===== config.mk =====
export PLATFORM = sky130hd
export DESIGN_NAME = iwd_watchdog
export DESIGN_NICKNAME = d
export VERILOG_FILES = /design/src/hw/iwd_pkg.sv /design/src/hw/iwd_prescaler.sv /design/src/hw/iwd_watchdog.sv
export VERILOG_INCLUDE_DIRS = /design/src /design/src/hw
export SDC_FILE = /design/constraint.sdc
export NUM_CORES = 1
export LEC_CHECK = 0
export ABC_CLOCK_PERIOD_IN_PS = 8200
export BUFFER_PORTS_ARGS = -buffer_cell sky130_fd_sc_hd__buf_4
export CAP_MARGIN = 20
export CELL_PAD_IN_SITES_DETAIL_PLACEMENT = 0
export CELL_PAD_IN_SITES_GLOBAL_PLACEMENT = 2
export CORE_MARGIN = 5
export CORE_UTILIZATION = 36
export CTS_BUF_LIST = sky130_fd_sc_hd__clkbuf_16
export DETAILED_ROUTE_END_ITERATION = 7
export PLACE_DENSITY_LB_ADDON = 0.2
export SLEW_MARGIN = 0
export SYNTH_ARGS = -nofsm -noshare
export SYNTH_HDL_FRONTEND = slang
export SYNTH_SLANG_ARGS = --single-unit

===== constraint.sdc =====
create_clock -name clock -period 8.2 [get_ports clock]
set_input_delay 1.64 -clock clock [delete_from_list [all_inputs] [get_ports clock]]
set_output_delay 1.64 -clock clock [all_outputs]
set_load 0.02 [all_outputs]

===== src/hw/iwd_regs.svh =====
// Register offsets, keys, reset values and field widths of the watchdog
`ifndef IWD_REGS_SVH
`define IWD_REGS_SVH
`define IWD_ADDR_W 4
`define IWD_OFF_KEY 4'h0
`define IWD_OFF_PRESCALE 4'h4
`define IWD_OFF_RELOAD 4'h8
`define IWD_OFF_STATUS 4'hc
`define IWD_KEY_W 16
`define IWD_KEY_RELOAD 16'haaaa
`define IWD_KEY_UNLOCK 16'h5555
`define IWD_KEY_ENABLE 16'hcccc
`define IWD_PRE_W 3
`define IWD_RELOAD_W 12
`define IWD_PRESCALE_RST 3'h0
`define IWD_RELOAD_RST 12'hfff
`define IWD_COUNT_ZERO 12'h000
`define IWD_COUNT_ONE 12'h001
`define IWD_BIT_PRE_PEND 0
`define IWD_BIT_RELOAD_PEND 1
`define IWD_PEND_W 2
`define IWD_DATA_ZERO 32'h0000_0000
`define IWD_PRE_CNT_W 8
`define IWD_PRE_BASE 8'h04
`define IWD_PRE_MAX 3'h7
`define IWD_PRE_TOP 8'hff
`define IWD_PRE_ONE 8'h01
`endif


===== src/hw/iwd_pkg.sv =====
// Types shared by the watchdog design files
package iwd_pkg;
    typedef enum logic [2:0] {
        IWD_ST_OFF = 3'b001,
        IWD_ST_RUN = 3'b010,
        IWD_ST_BITE = 3'b100
    } iwd_state_type;
    typedef logic [11:0] iwd_count_type;
    typedef logic [2:0] iwd_prescale_type;
endpackage


===== src/hw/iwd_prescaler.sv =====
// Prescaler dividing the low-speed tick by 4 up to 256
`include "iwd_regs.svh"
module iwd_prescaler (
    input wire logic clock,                     // System clock
    input wire logic sys_rst,                   // Async reset, high
    input wire logic tick_in,                   // Low-speed clock tick
    input wire logic run,                       // Counting allowed
    input wire logic restart,                   // Clear the phase
    input wire iwd_pkg::iwd_prescale_type select, // Division code
    output logic div_tick                       // Divided tick pulse
);
    import iwd_pkg::*;

    logic [`IWD_PRE_CNT_W-1:0] cnt_reg;
    logic [`IWD_PRE_CNT_W-1:0] cnt_next;
    logic [`IWD_PRE_CNT_W-1:0] term;
    logic at_term;

    // Last count of one divided period
    function automatic logic [`IWD_PRE_CNT_W-1:0] term_of(
        input iwd_prescale_type sel);
        logic [`IWD_PRE_CNT_W-1:0] base;
        base = `IWD_PRE_BASE << sel;
        if (sel == `IWD_PRE_MAX) begin
            term_of = `IWD_PRE_TOP;
        end else begin
            term_of = base - `IWD_PRE_ONE;
        end
    endfunction

    assign term = term_of(select);
    assign at_term = (cnt_reg == term);
    assign cnt_next = (restart || !run) ? '0 :
                      (!tick_in) ? cnt_reg :
                      at_term ? '0 : cnt_reg + `IWD_PRE_ONE;

    always_ff @(posedge clock or posedge sys_rst) begin
        if (sys_rst) begin
            cnt_reg <= '0;
            div_tick <= 1'b0;
        end else begin
            cnt_reg <= cnt_next;
            div_tick <= run && !restart && tick_in && at_term;
        end
    end
endmodule


===== src/hw/iwd_watchdog.sv =====
// Independent watchdog: key port, protected registers, 12-bit counter
//
// Operation
// - 12-bit counter keeps counting in low power
// - Enabled watchdog resets system at zero
// - Enable key starts the counter
// - Hardware option starts watchdog after power-on
// - Enable key ignored when hardware enabled
// - Reload key refreshes counter from reload value
// - Unlock key opens prescaler and reload registers
// - Any other key closes the protection
// - Protected registers take writes only unlocked
// - Prescale codes divide by 4 to 256
// - Timeout is reload plus one ticks
// - Status bit 0 shows prescaler transfer
// - Status bit 1 shows reload transfer
// - Debug halt with freeze stops counter
// - Standby reset restores register values
//
// The plain strobed port was chosen for this implementation.
`include "iwd_regs.svh"
module iwd_watchdog (
    input wire logic clock,                   // 20 MHz system clock
    input wire logic sys_rst,                 // Async reset, high
    input wire logic [`IWD_ADDR_W-1:0] addr,  // Register byte address
    input wire logic [31:0] wr_data,          // Write data
    input wire logic wr_en,                   // Write strobe
    input wire logic rd_en,                   // Read strobe
    output logic [31:0] rd_data,              // Read data, next cycle
    input wire logic low_speed_rc_clock_tick, // One pulse per RC edge
    input wire logic hw_enable_option,        // Hardware enable strap
    input wire logic standby_reset,           // Standby reset pulse
    input wire logic debug_halt,              // Core halted in debug
    input wire logic debug_halt_freeze,       // Freeze in debug halt
    output logic watchdog_reset,              // System reset request
    output iwd_pkg::iwd_count_type wdg_count  // Current count
);
    import iwd_pkg::*;

    iwd_state_type state_reg;
    iwd_state_type state_next;
    logic boot_done_reg;
    logic hw_enabled_reg;
    logic unlocked_reg;
    logic unlocked_next;
    iwd_prescale_type prescale_reg;
    iwd_prescale_type act_prescale_reg;
    logic [`IWD_RELOAD_W-1:0] reload_reg;
    logic [`IWD_RELOAD_W-1:0] act_reload_reg;
    logic [`IWD_PEND_W-1:0] pend_reg;
    logic [`IWD_PEND_W-1:0] stage_reg;
    logic [`IWD_PEND_W-1:0] prot_wr;
    logic [`IWD_PEND_W-1:0] apply;
    logic en_req_reg;
    logic rl_req_reg;
    iwd_count_type count_reg;
    iwd_count_type count_next;
    logic [31:0] rd_value;
    logic lt;
    logic key_wr;
    logic key_enable;
    logic key_reload;
    logic key_unlock;
    logic frozen;
    logic running;
    logic div_tick;
    logic load_now;
    logic expire;

    // Key compare used by every command
    function automatic logic key_is(input logic [`IWD_KEY_W-1:0] v,
                                    input logic [`IWD_KEY_W-1:0] k);
        key_is = (v == k);
    endfunction

    assign lt = low_speed_rc_clock_tick;
    assign key_wr = wr_en && (addr == `IWD_OFF_KEY);
    assign key_enable = key_wr &&
                        key_is(wr_data[`IWD_KEY_W-1:0], `IWD_KEY_ENABLE);
    assign key_reload = key_wr &&
                        key_is(wr_data[`IWD_KEY_W-1:0], `IWD_KEY_RELOAD);
    assign key_unlock = key_wr &&
                        key_is(wr_data[`IWD_KEY_W-1:0], `IWD_KEY_UNLOCK);

    // Protection opens on unlock key, closes on any other key
    assign unlocked_next = standby_reset ? 1'b0 :
                           key_unlock ? 1'b1 :
                           key_wr ? 1'b0 :
                           unlocked_reg;

    // Writes to protected registers only while unlocked
    assign prot_wr[`IWD_BIT_PRE_PEND] = wr_en && unlocked_reg &&
                                        (addr == `IWD_OFF_PRESCALE);
    assign prot_wr[`IWD_BIT_RELOAD_PEND] = wr_en && unlocked_reg &&
                                        (addr == `IWD_OFF_RELOAD);

    // First tick of a pending transfer copies the value across
    assign apply = pend_reg & ~stage_reg & {`IWD_PEND_W{lt}} & ~prot_wr;

    assign frozen = debug_halt && debug_halt_freeze;
    assign running = (state_reg == IWD_ST_RUN) && !frozen;
    assign load_now = lt && (rl_req_reg || en_req_reg);
    assign expire = running && div_tick && (count_reg == `IWD_COUNT_ZERO);

    // Counter advances only on divided ticks, from the RC clock alone
    assign count_next = load_now ? act_reload_reg :
                        !(running && div_tick) ? count_reg :
                        expire ? count_reg :
                        count_reg - `IWD_COUNT_ONE;

    always_comb begin
        state_next = state_reg;
        case (state_reg)
            IWD_ST_OFF: begin
                if (!boot_done_reg && hw_enable_option) begin
                    state_next = IWD_ST_RUN;
                end else if (lt && en_req_reg) begin
                    state_next = IWD_ST_RUN;
                end
            end
            IWD_ST_RUN: begin
                if (expire) begin
                    state_next = IWD_ST_BITE;
                end
            end
            IWD_ST_BITE: begin
                state_next = IWD_ST_BITE;
            end
            default: begin
                state_next = IWD_ST_OFF;
            end
        endcase
    end

    assign rd_value =
        (addr == `IWD_OFF_PRESCALE) ? {29'h0, prescale_reg} :
        (addr == `IWD_OFF_RELOAD) ? {20'h0, reload_reg} :
        (addr == `IWD_OFF_STATUS) ? {30'h0, pend_reg} :
        `IWD_DATA_ZERO;

    iwd_prescaler u_prescaler (
        .clock(clock),
        .sys_rst(sys_rst),
        .tick_in(lt),
        .run(running),
        .restart(load_now),
        .select(act_prescale_reg),
        .div_tick(div_tick)
    );

    // Strap caught on the first clock after reset release
    always_ff @(posedge clock or posedge sys_rst) begin
        if (sys_rst) begin
            boot_done_reg <= 1'b0;
            hw_enabled_reg <= 1'b0;
        end else if (!boot_done_reg) begin
            boot_done_reg <= 1'b1;
            hw_enabled_reg <= hw_enable_option;
        end
    end

    always_ff @(posedge clock or posedge sys_rst) begin
        if (sys_rst) begin
            state_reg <= IWD_ST_OFF;
            count_reg <= `IWD_RELOAD_RST;
            watchdog_reset <= 1'b0;
        end else begin
            state_reg <= state_next;
            count_reg <= count_next;
            watchdog_reset <= (state_next == IWD_ST_BITE);
        end
    end

    // Commands wait for the next RC tick; a new key wins over the clear on that tick
    always_ff @(posedge clock or posedge sys_rst) begin
        if (sys_rst) begin
            en_req_reg <= 1'b0;
            rl_req_reg <= 1'b0;
        end else begin
            if (key_enable && !hw_enabled_reg && boot_done_reg &&
                state_reg == IWD_ST_OFF) begin
                en_req_reg <= 1'b1;
            end else if (lt) begin
                en_req_reg <= 1'b0;
            end
            if (key_reload) begin
                rl_req_reg <= 1'b1;
            end else if (lt) begin
                rl_req_reg <= 1'b0;
            end
        end
    end

    always_ff @(posedge clock or posedge sys_rst) begin
        if (sys_rst) begin
            unlocked_reg <= 1'b0;
        end else begin
            unlocked_reg <= unlocked_next;
        end
    end

    always_ff @(posedge clock or posedge sys_rst) begin
        if (sys_rst) begin
            prescale_reg <= `IWD_PRESCALE_RST;
            reload_reg <= `IWD_RELOAD_RST;
        end else if (standby_reset) begin
            prescale_reg <= `IWD_PRESCALE_RST;
            reload_reg <= `IWD_RELOAD_RST;
        end else begin
            if (prot_wr[`IWD_BIT_PRE_PEND]) begin
                prescale_reg <= wr_data[`IWD_PRE_W-1:0];
            end
            if (prot_wr[`IWD_BIT_RELOAD_PEND]) begin
                reload_reg <= wr_data[`IWD_RELOAD_W-1:0];
            end
        end
    end

    // Counter-side copies; kept through standby so counting goes on
    always_ff @(posedge clock or posedge sys_rst) begin
        if (sys_rst) begin
            act_prescale_reg <= `IWD_PRESCALE_RST;
            act_reload_reg <= `IWD_RELOAD_RST;
        end else begin
            if (apply[`IWD_BIT_PRE_PEND]) begin
                act_prescale_reg <= prescale_reg;
            end
            if (apply[`IWD_BIT_RELOAD_PEND]) begin
                act_reload_reg <= reload_reg;
            end
        end
    end

    // Two-tick handshake per flag: copy, then acknowledge
    genvar gi;
    generate
        for (gi = 0; gi < `IWD_PEND_W; gi = gi + 1) begin : g_pend
            always_ff @(posedge clock or posedge sys_rst) begin
                if (sys_rst) begin
                    pend_reg[gi] <= 1'b0;
                    stage_reg[gi] <= 1'b0;
                end else if (standby_reset) begin
                    pend_reg[gi] <= 1'b0;
                    stage_reg[gi] <= 1'b0;
                end else if (prot_wr[gi]) begin
                    pend_reg[gi] <= 1'b1;
                    stage_reg[gi] <= 1'b0;
                end else if (lt && pend_reg[gi]) begin
                    pend_reg[gi] <= !stage_reg[gi];
                    stage_reg[gi] <= !stage_reg[gi];
                end
            end
        end
    endgenerate

    always_ff @(posedge clock or posedge sys_rst) begin
        if (sys_rst) begin
            rd_data <= `IWD_DATA_ZERO;
            wdg_count <= `IWD_RELOAD_RST;
        end else begin
            rd_data <= rd_en ? rd_value : `IWD_DATA_ZERO;
            wdg_count <= count_next;
        end
    end
endmodule


Yosys cells after proc, flatten, opt, wreduce, memory -nomap -nowiden
Cells that the tools add are included.
- flip-flop bits (word level): 76
- bits in latches: 0
- memory bits (writable): 0
- bits in read-only memories: 0
- word-level logic and storage cells: 119
- memories kept: 0
- add/sub/neg operators: 3
- $mul: 0
- div/mod/pow operators: 0
- order comparisons: 0
- equal/unequal tests: 13
- shifts and indexed selects: 1
- muxes and demuxes: 35
- bitwise gates (word level): 5
- reduce and logical (&&, ||, !) cells: 43
- operators with widths (cell ; count):
    12-bit 2-to-1 mux ; 8
    16-bit equality test (second input constant) ; 2
    8-bit 2-to-1 mux ; 4
    1-bit logical AND ; 22
    16-bit by 15-bit equality test with 1-bit output (second input constant) ; 1
    1-bit 2-to-1 mux ; 16
    3-bit 2-to-1 mux ; 5
    12-bit zero test ; 1
    2-bit nonzero test ; 6
    12-bit by 1-bit subtractor with 12-bit output (second input constant) ; 1
    3-bit equality test (second input constant) ; 3
    3-bit case mux with 3 select lines ; 1
    3-bit nonzero test ; 3
    8-bit by 1-bit adder with 8-bit output (second input constant) ; 1
    4-bit equality test (second input constant) ; 2
    8-bit equality test ; 1
    3-bit by 3-bit left shift with 8-bit output (first input constant) ; 1
    8-bit by 1-bit subtractor with 8-bit output (second input constant) ; 1
    1-bit zero test ; 7
    2-bit bitwise AND ; 3
    4-bit by 3-bit equality test with 1-bit output (second input constant) ; 1
    4-bit zero test ; 1
    2-bit NOT ; 2
    3-bit by 1-bit equality test with 1-bit output (second input constant) ; 1
    other kinds (5) ; 6

Logic depth before layout (Yosys ltp)
- depth in word-level cells: 8
- gate-level depth with buffers: 11
- mapped depth without buffers: 9

Modules after synthesis
A second synthesis with hierarchy kept.
- cell total of the unflattened synthesis: 402
- area total of the unflattened synthesis: 4056.4 sq um
- modules (own cells, without submodules) (module ; times used ; cells each ; area each (sq um)):
    iwd_watchdog ; 1 ; 315 ; 3279.4
    iwd_prescaler ; 1 ; 87 ; 777.0

Worst setup path after synthesis
Ideal clock, no wire load.
- kind: in2reg
- start: in addr[1]
- end: reg reload_reg[0]
- data arrival time: 3034 ps
- required time: 8140 ps
- path slack: 5106 ps
- stages on the path: 6
- path buffers: 2
- path through: nor2_1 > nand3_1 > nor2_1 > clkbuf_1 > clkbuf_1 > a211o_1
- word-level cells in the longest chain between the ends: 3
- RTL lines (item ; line ; RTL):
    start, declared ; iwd_watchdog.sv:25 ; input wire logic [`IWD_ADDR_W-1:0] addr,
    4-bit equality test (no line) ; n/a ;
    1-bit logical AND ; iwd_watchdog.sv:94 ; assign prot_wr[`IWD_BIT_RELOAD_PEND] = wr_en && unlocked_reg &&
    2-bit nonzero test (no line) ; n/a ;
    end signal, assigned ; iwd_watchdog.sv:205 ; reload_reg <= `IWD_RELOAD_RST;
    end signal, assigned ; iwd_watchdog.sv:208 ; reload_reg <= `IWD_RELOAD_RST;
    end signal, assigned ; iwd_watchdog.sv:214 ; reload_reg <= wr_data[`IWD_RELOAD_W-1:0];
    end, declared ; iwd_watchdog.sv:48 ; logic [`IWD_RELOAD_W-1:0] reload_reg;
Every way passes these cells.
A chain may end at the register's enable or synchronous reset.

Worst setup path after layout
- start: reg act_prescale_reg[0]
- end: reg u_prescaler.cnt_reg[4]
- word-level cells in the longest chain between the ends: 7
- elaborated cells on any way between the ends: 8
- those cells by class: add/sub: 1; eq/ne: 2; shift: 1; mux: 4
- RTL lines (item ; line ; RTL):
    start, declared ; iwd_watchdog.sv:47 ; iwd_prescale_type act_prescale_reg;
    start signal, assigned ; iwd_watchdog.sv:222 ; act_prescale_reg <= `IWD_PRESCALE_RST;
    start signal, assigned ; iwd_watchdog.sv:226 ; act_prescale_reg <= prescale_reg;
    3-bit by 3-bit left shift with 8-bit output (no line) ; n/a ;
    8-bit by 1-bit subtractor with 8-bit output (no line) ; n/a ;
    8-bit 2-to-1 mux (*) ; iwd_prescaler.sv:24 ; if (sel == `IWD_PRE_MAX) begin
    8-bit equality test (*) ; iwd_prescaler.sv:32 ; assign at_term = (cnt_reg == term);
    8-bit 2-to-1 mux (no line) (*) (3 in series) ; n/a ;
    end signal, assigned ; iwd_prescaler.sv:42 ; cnt_reg <= cnt_next;
    end, declared ; iwd_prescaler.sv:14 ; logic [`IWD_PRE_CNT_W-1:0] cnt_reg;
Mark *: on every way between the ends. The rest lies on a longest branch, timed or not. The select of a mux whose other input is x is not followed.

==> reports/results.ini <==
[global_route]
grt.overflow.total = 0
grtUsageTotal_pct = 13.81
grt_antenna_before_repair = 0
grt_max_degree = 77
grt_first_pass_wirelength_um = 14210
grt_pass1_vias = 2719

[finish]
utilization_pct = 43.28
final_nets = 483
diodes = 0
area_growth_pct = 19.36
drive_gt1_share_pct = 29.61

[routing]
route.detailed.drc = 0
wl_um = 8579
viasPerCell = 4.908
ant_nets = 0
dr_total_vias = 2842
drt_iter0_drc = 127
firstDrtPassIters = 4
wire_per_inst_um = 14.82

[timing]
setup_viol = 0
finalCritPeriodShare_pct = 37.40
worst_pin_slew_ns = 0.5957
finalClockSkew_ns = 0.007297
fin_crit_ns = 3.067
fmax_ghz = 0.3261
relSlewSlack_pct = 60.28
grt_setup_unrepaired = false
timing.hold.ws_ns = 0.4755
tns_ns = 0
slew_viol_final = 0
hold_viol = 0

[worst_setup_path]
critPathKind = register to register
critPathMaxFanout = 14
arrival_ns = 3.28
cp.required_ns = 8.41
worstSetupEndpointType = register
worstSetupStartpointType = register

[power_and_ir_drop]
p_leak_nw = 2.003
ir_worst_vdd_mv = 0.08180
power_density_nw_per_um2 = 181.0
power.total_w = 0.0008416

[run]
drv_cap = 0

[yosys]
synth-compound-area-share_pct = 12.11
ys_seq_area_share_pct = 50.00
yosys-top-cells-count = nand2_1 (43), dfrtp_1 (39), dfstp_2 (37)
synth_top_family_by_area = simple AND/OR/NAND/NOR gates
muxShareOfSynthArea_pct = 4.913
yosys.area.top_type_share_pct = 25.05
netlist_instances = 382
yosys.area.top_type = dfrtp_1
synth_most_common_cell = nand2_1
yosys.area_share.simple_pct = 20.87
synth-xor-area-share_pct = 4.046
synth_enable_flop_cells = 0
synth_ff_type = dfrtp_1
synth_area_per_cell_um2 = 10.20
synth_seq_cells = 76
synthArstFlopShare_pct = 100.0
synthTopCellsByArea = dfrtp_1 (25%), dfstp_2 (25%), mux2_2 (4.9%), nand2_1 (4.1%), buf_4 (3.9%)
ys_warn_count = 0
synth_fa_ha_area_share_pct = 1.285
netlist_area_um2 = 3896
synthDistinctLibCells = 52

[clock_tree]
holdBufCountCts = 0
clkTransAtPathRegs_ns = 0.06
root_buffer = clkbuf_16
ctsResizeCount = 0
clockBufferDepth = 2
cts_tree = yes
postCtsSetupBuffers = 0
cts_sinks = 76
cts_buffers = 9
cts_htree_levels = 3
clk_latency_ns = 0.33

[placement]
portBuffers = 53
place_congestion = 0.7714
hpwl_um = 6043

[floorplan]
io_pins = 90
die_h_um = 114.0
start_util_pct = 36.26
die_area_um2 = 13000
rows = 38
core_area_um2 = 10750
die_w_um = 114.0

[run_status]
outcome = completed

[hold_path]
worstHoldPathType = register to register

cells by family after synthesis:
kind of cell,count (synthesis)
AO/OA/AOI/OAI,68
other,2
flip-flops,76
adder cells (fa/ha/maj),4
XOR/XNOR,18
multiplexers,17
buffers and inverters,45
AND/OR/NAND/NOR,152
critical path: stages, from the launching register on:
cell and delay, ns:
dfrtp_1 0.52, or3_1 0.45, ha_1 0.33, or4_1 0.53
a31oi_1 0.17, o21ai_1 0.11, a211oi_4 0.43, nor2_1 0.14
a211o_1 0.27
through the flow:
stage	area, µm²	worst slack [ns]	instances
6_report	4651	5.133	579
5_1_grt	4651	4.950	579
4_1_cts	4623	5.113	578
3_5_place_dp	4344	5.057	562
3_3_place_gp	4344	5.062	562
2_1_floorplan	3968	4.683	401
metal layers:
| layer | wire [µm] | track usage (%) | part of all wire [%] | vias to the layer above |
|---|---|---|---|---|
| met5 | 0 | 0 | 0 | - |
| met4 | 167 | 6.097 | 1.9 | 0 |
| met3 | 492 | 3.289 | 5.7 | 13 |
| met2 | 3446 | 18.07 | 40 | 82 |
| met1 | 4473 | 21.23 | 52 | 1344 |
| li1 | - | - | - | 1403 |
cells in the final DEF, fill, tap and decap left out, drive strengths merged, types with 5 or more instances in the layout:
master	instances
inv	14
nor2	21
o21ai	19
xnor2	10
buf	57
dfrtp	39
nand2	43
a21oi	13
nand4	7
nor3	9
nand3	8
a211o	13
mux2	17
and2	11
conb	21
dfstp	37
or3	5
nand2b	7
xor2	8
nor2b	17
clkbuf	10
worst paths after layout:
| check | startpoint | endpoint | slack [ns] | cells after the start |
|---|---|---|---|---|
| setup / recovery | act_prescale_reg[0] | u_prescaler.cnt_reg[4] | 5.13 | 8 |
| hold / removal | hw_enabled_reg | hw_enabled_reg | 0.48 | 2 |
| setup reg to reg | act_prescale_reg[0] | u_prescaler.cnt_reg[4] | 5.13 | 8 |
| hold reg to reg | hw_enabled_reg | hw_enabled_reg | 0.48 | 2 |
| max in group asynchronous | sys_rst | wdg_count[4] | 6.21 | 4 |
| min in group asynchronous | sys_rst | state_reg[2] | 1.37 | 3 |
power by group:
group / leakage [nW] / internal [W] / switching [W] / total, W
logic: 0.931 / 0.0000289 / 0.0000432 / 0.0000720
clock network: 0.148 / 0.000220 / 0.000149 / 0.000369
registers: 0.923 / 0.000389 / 0.0000116 / 0.000401
total: 2.00 / 0.000638 / 0.000204 / 0.000842
layout make-up:
| type | instances | area (µm²) |
|---|---|---|
| well taps | 140 | 175.2 |
| fillers | 1087 | 6095 |
| inverters | 10 | 37.54 |
| clock buffers | 10 | 250.2 |
| repair buffers | 57 | 447.9 |
| multi-input cells | 280 | 1763 |
| clock inverters | 6 | 28.78 |
| flip-flops and latches | 76 | 1948 |
Note: power is estimated with default switching activity, not from simulation.
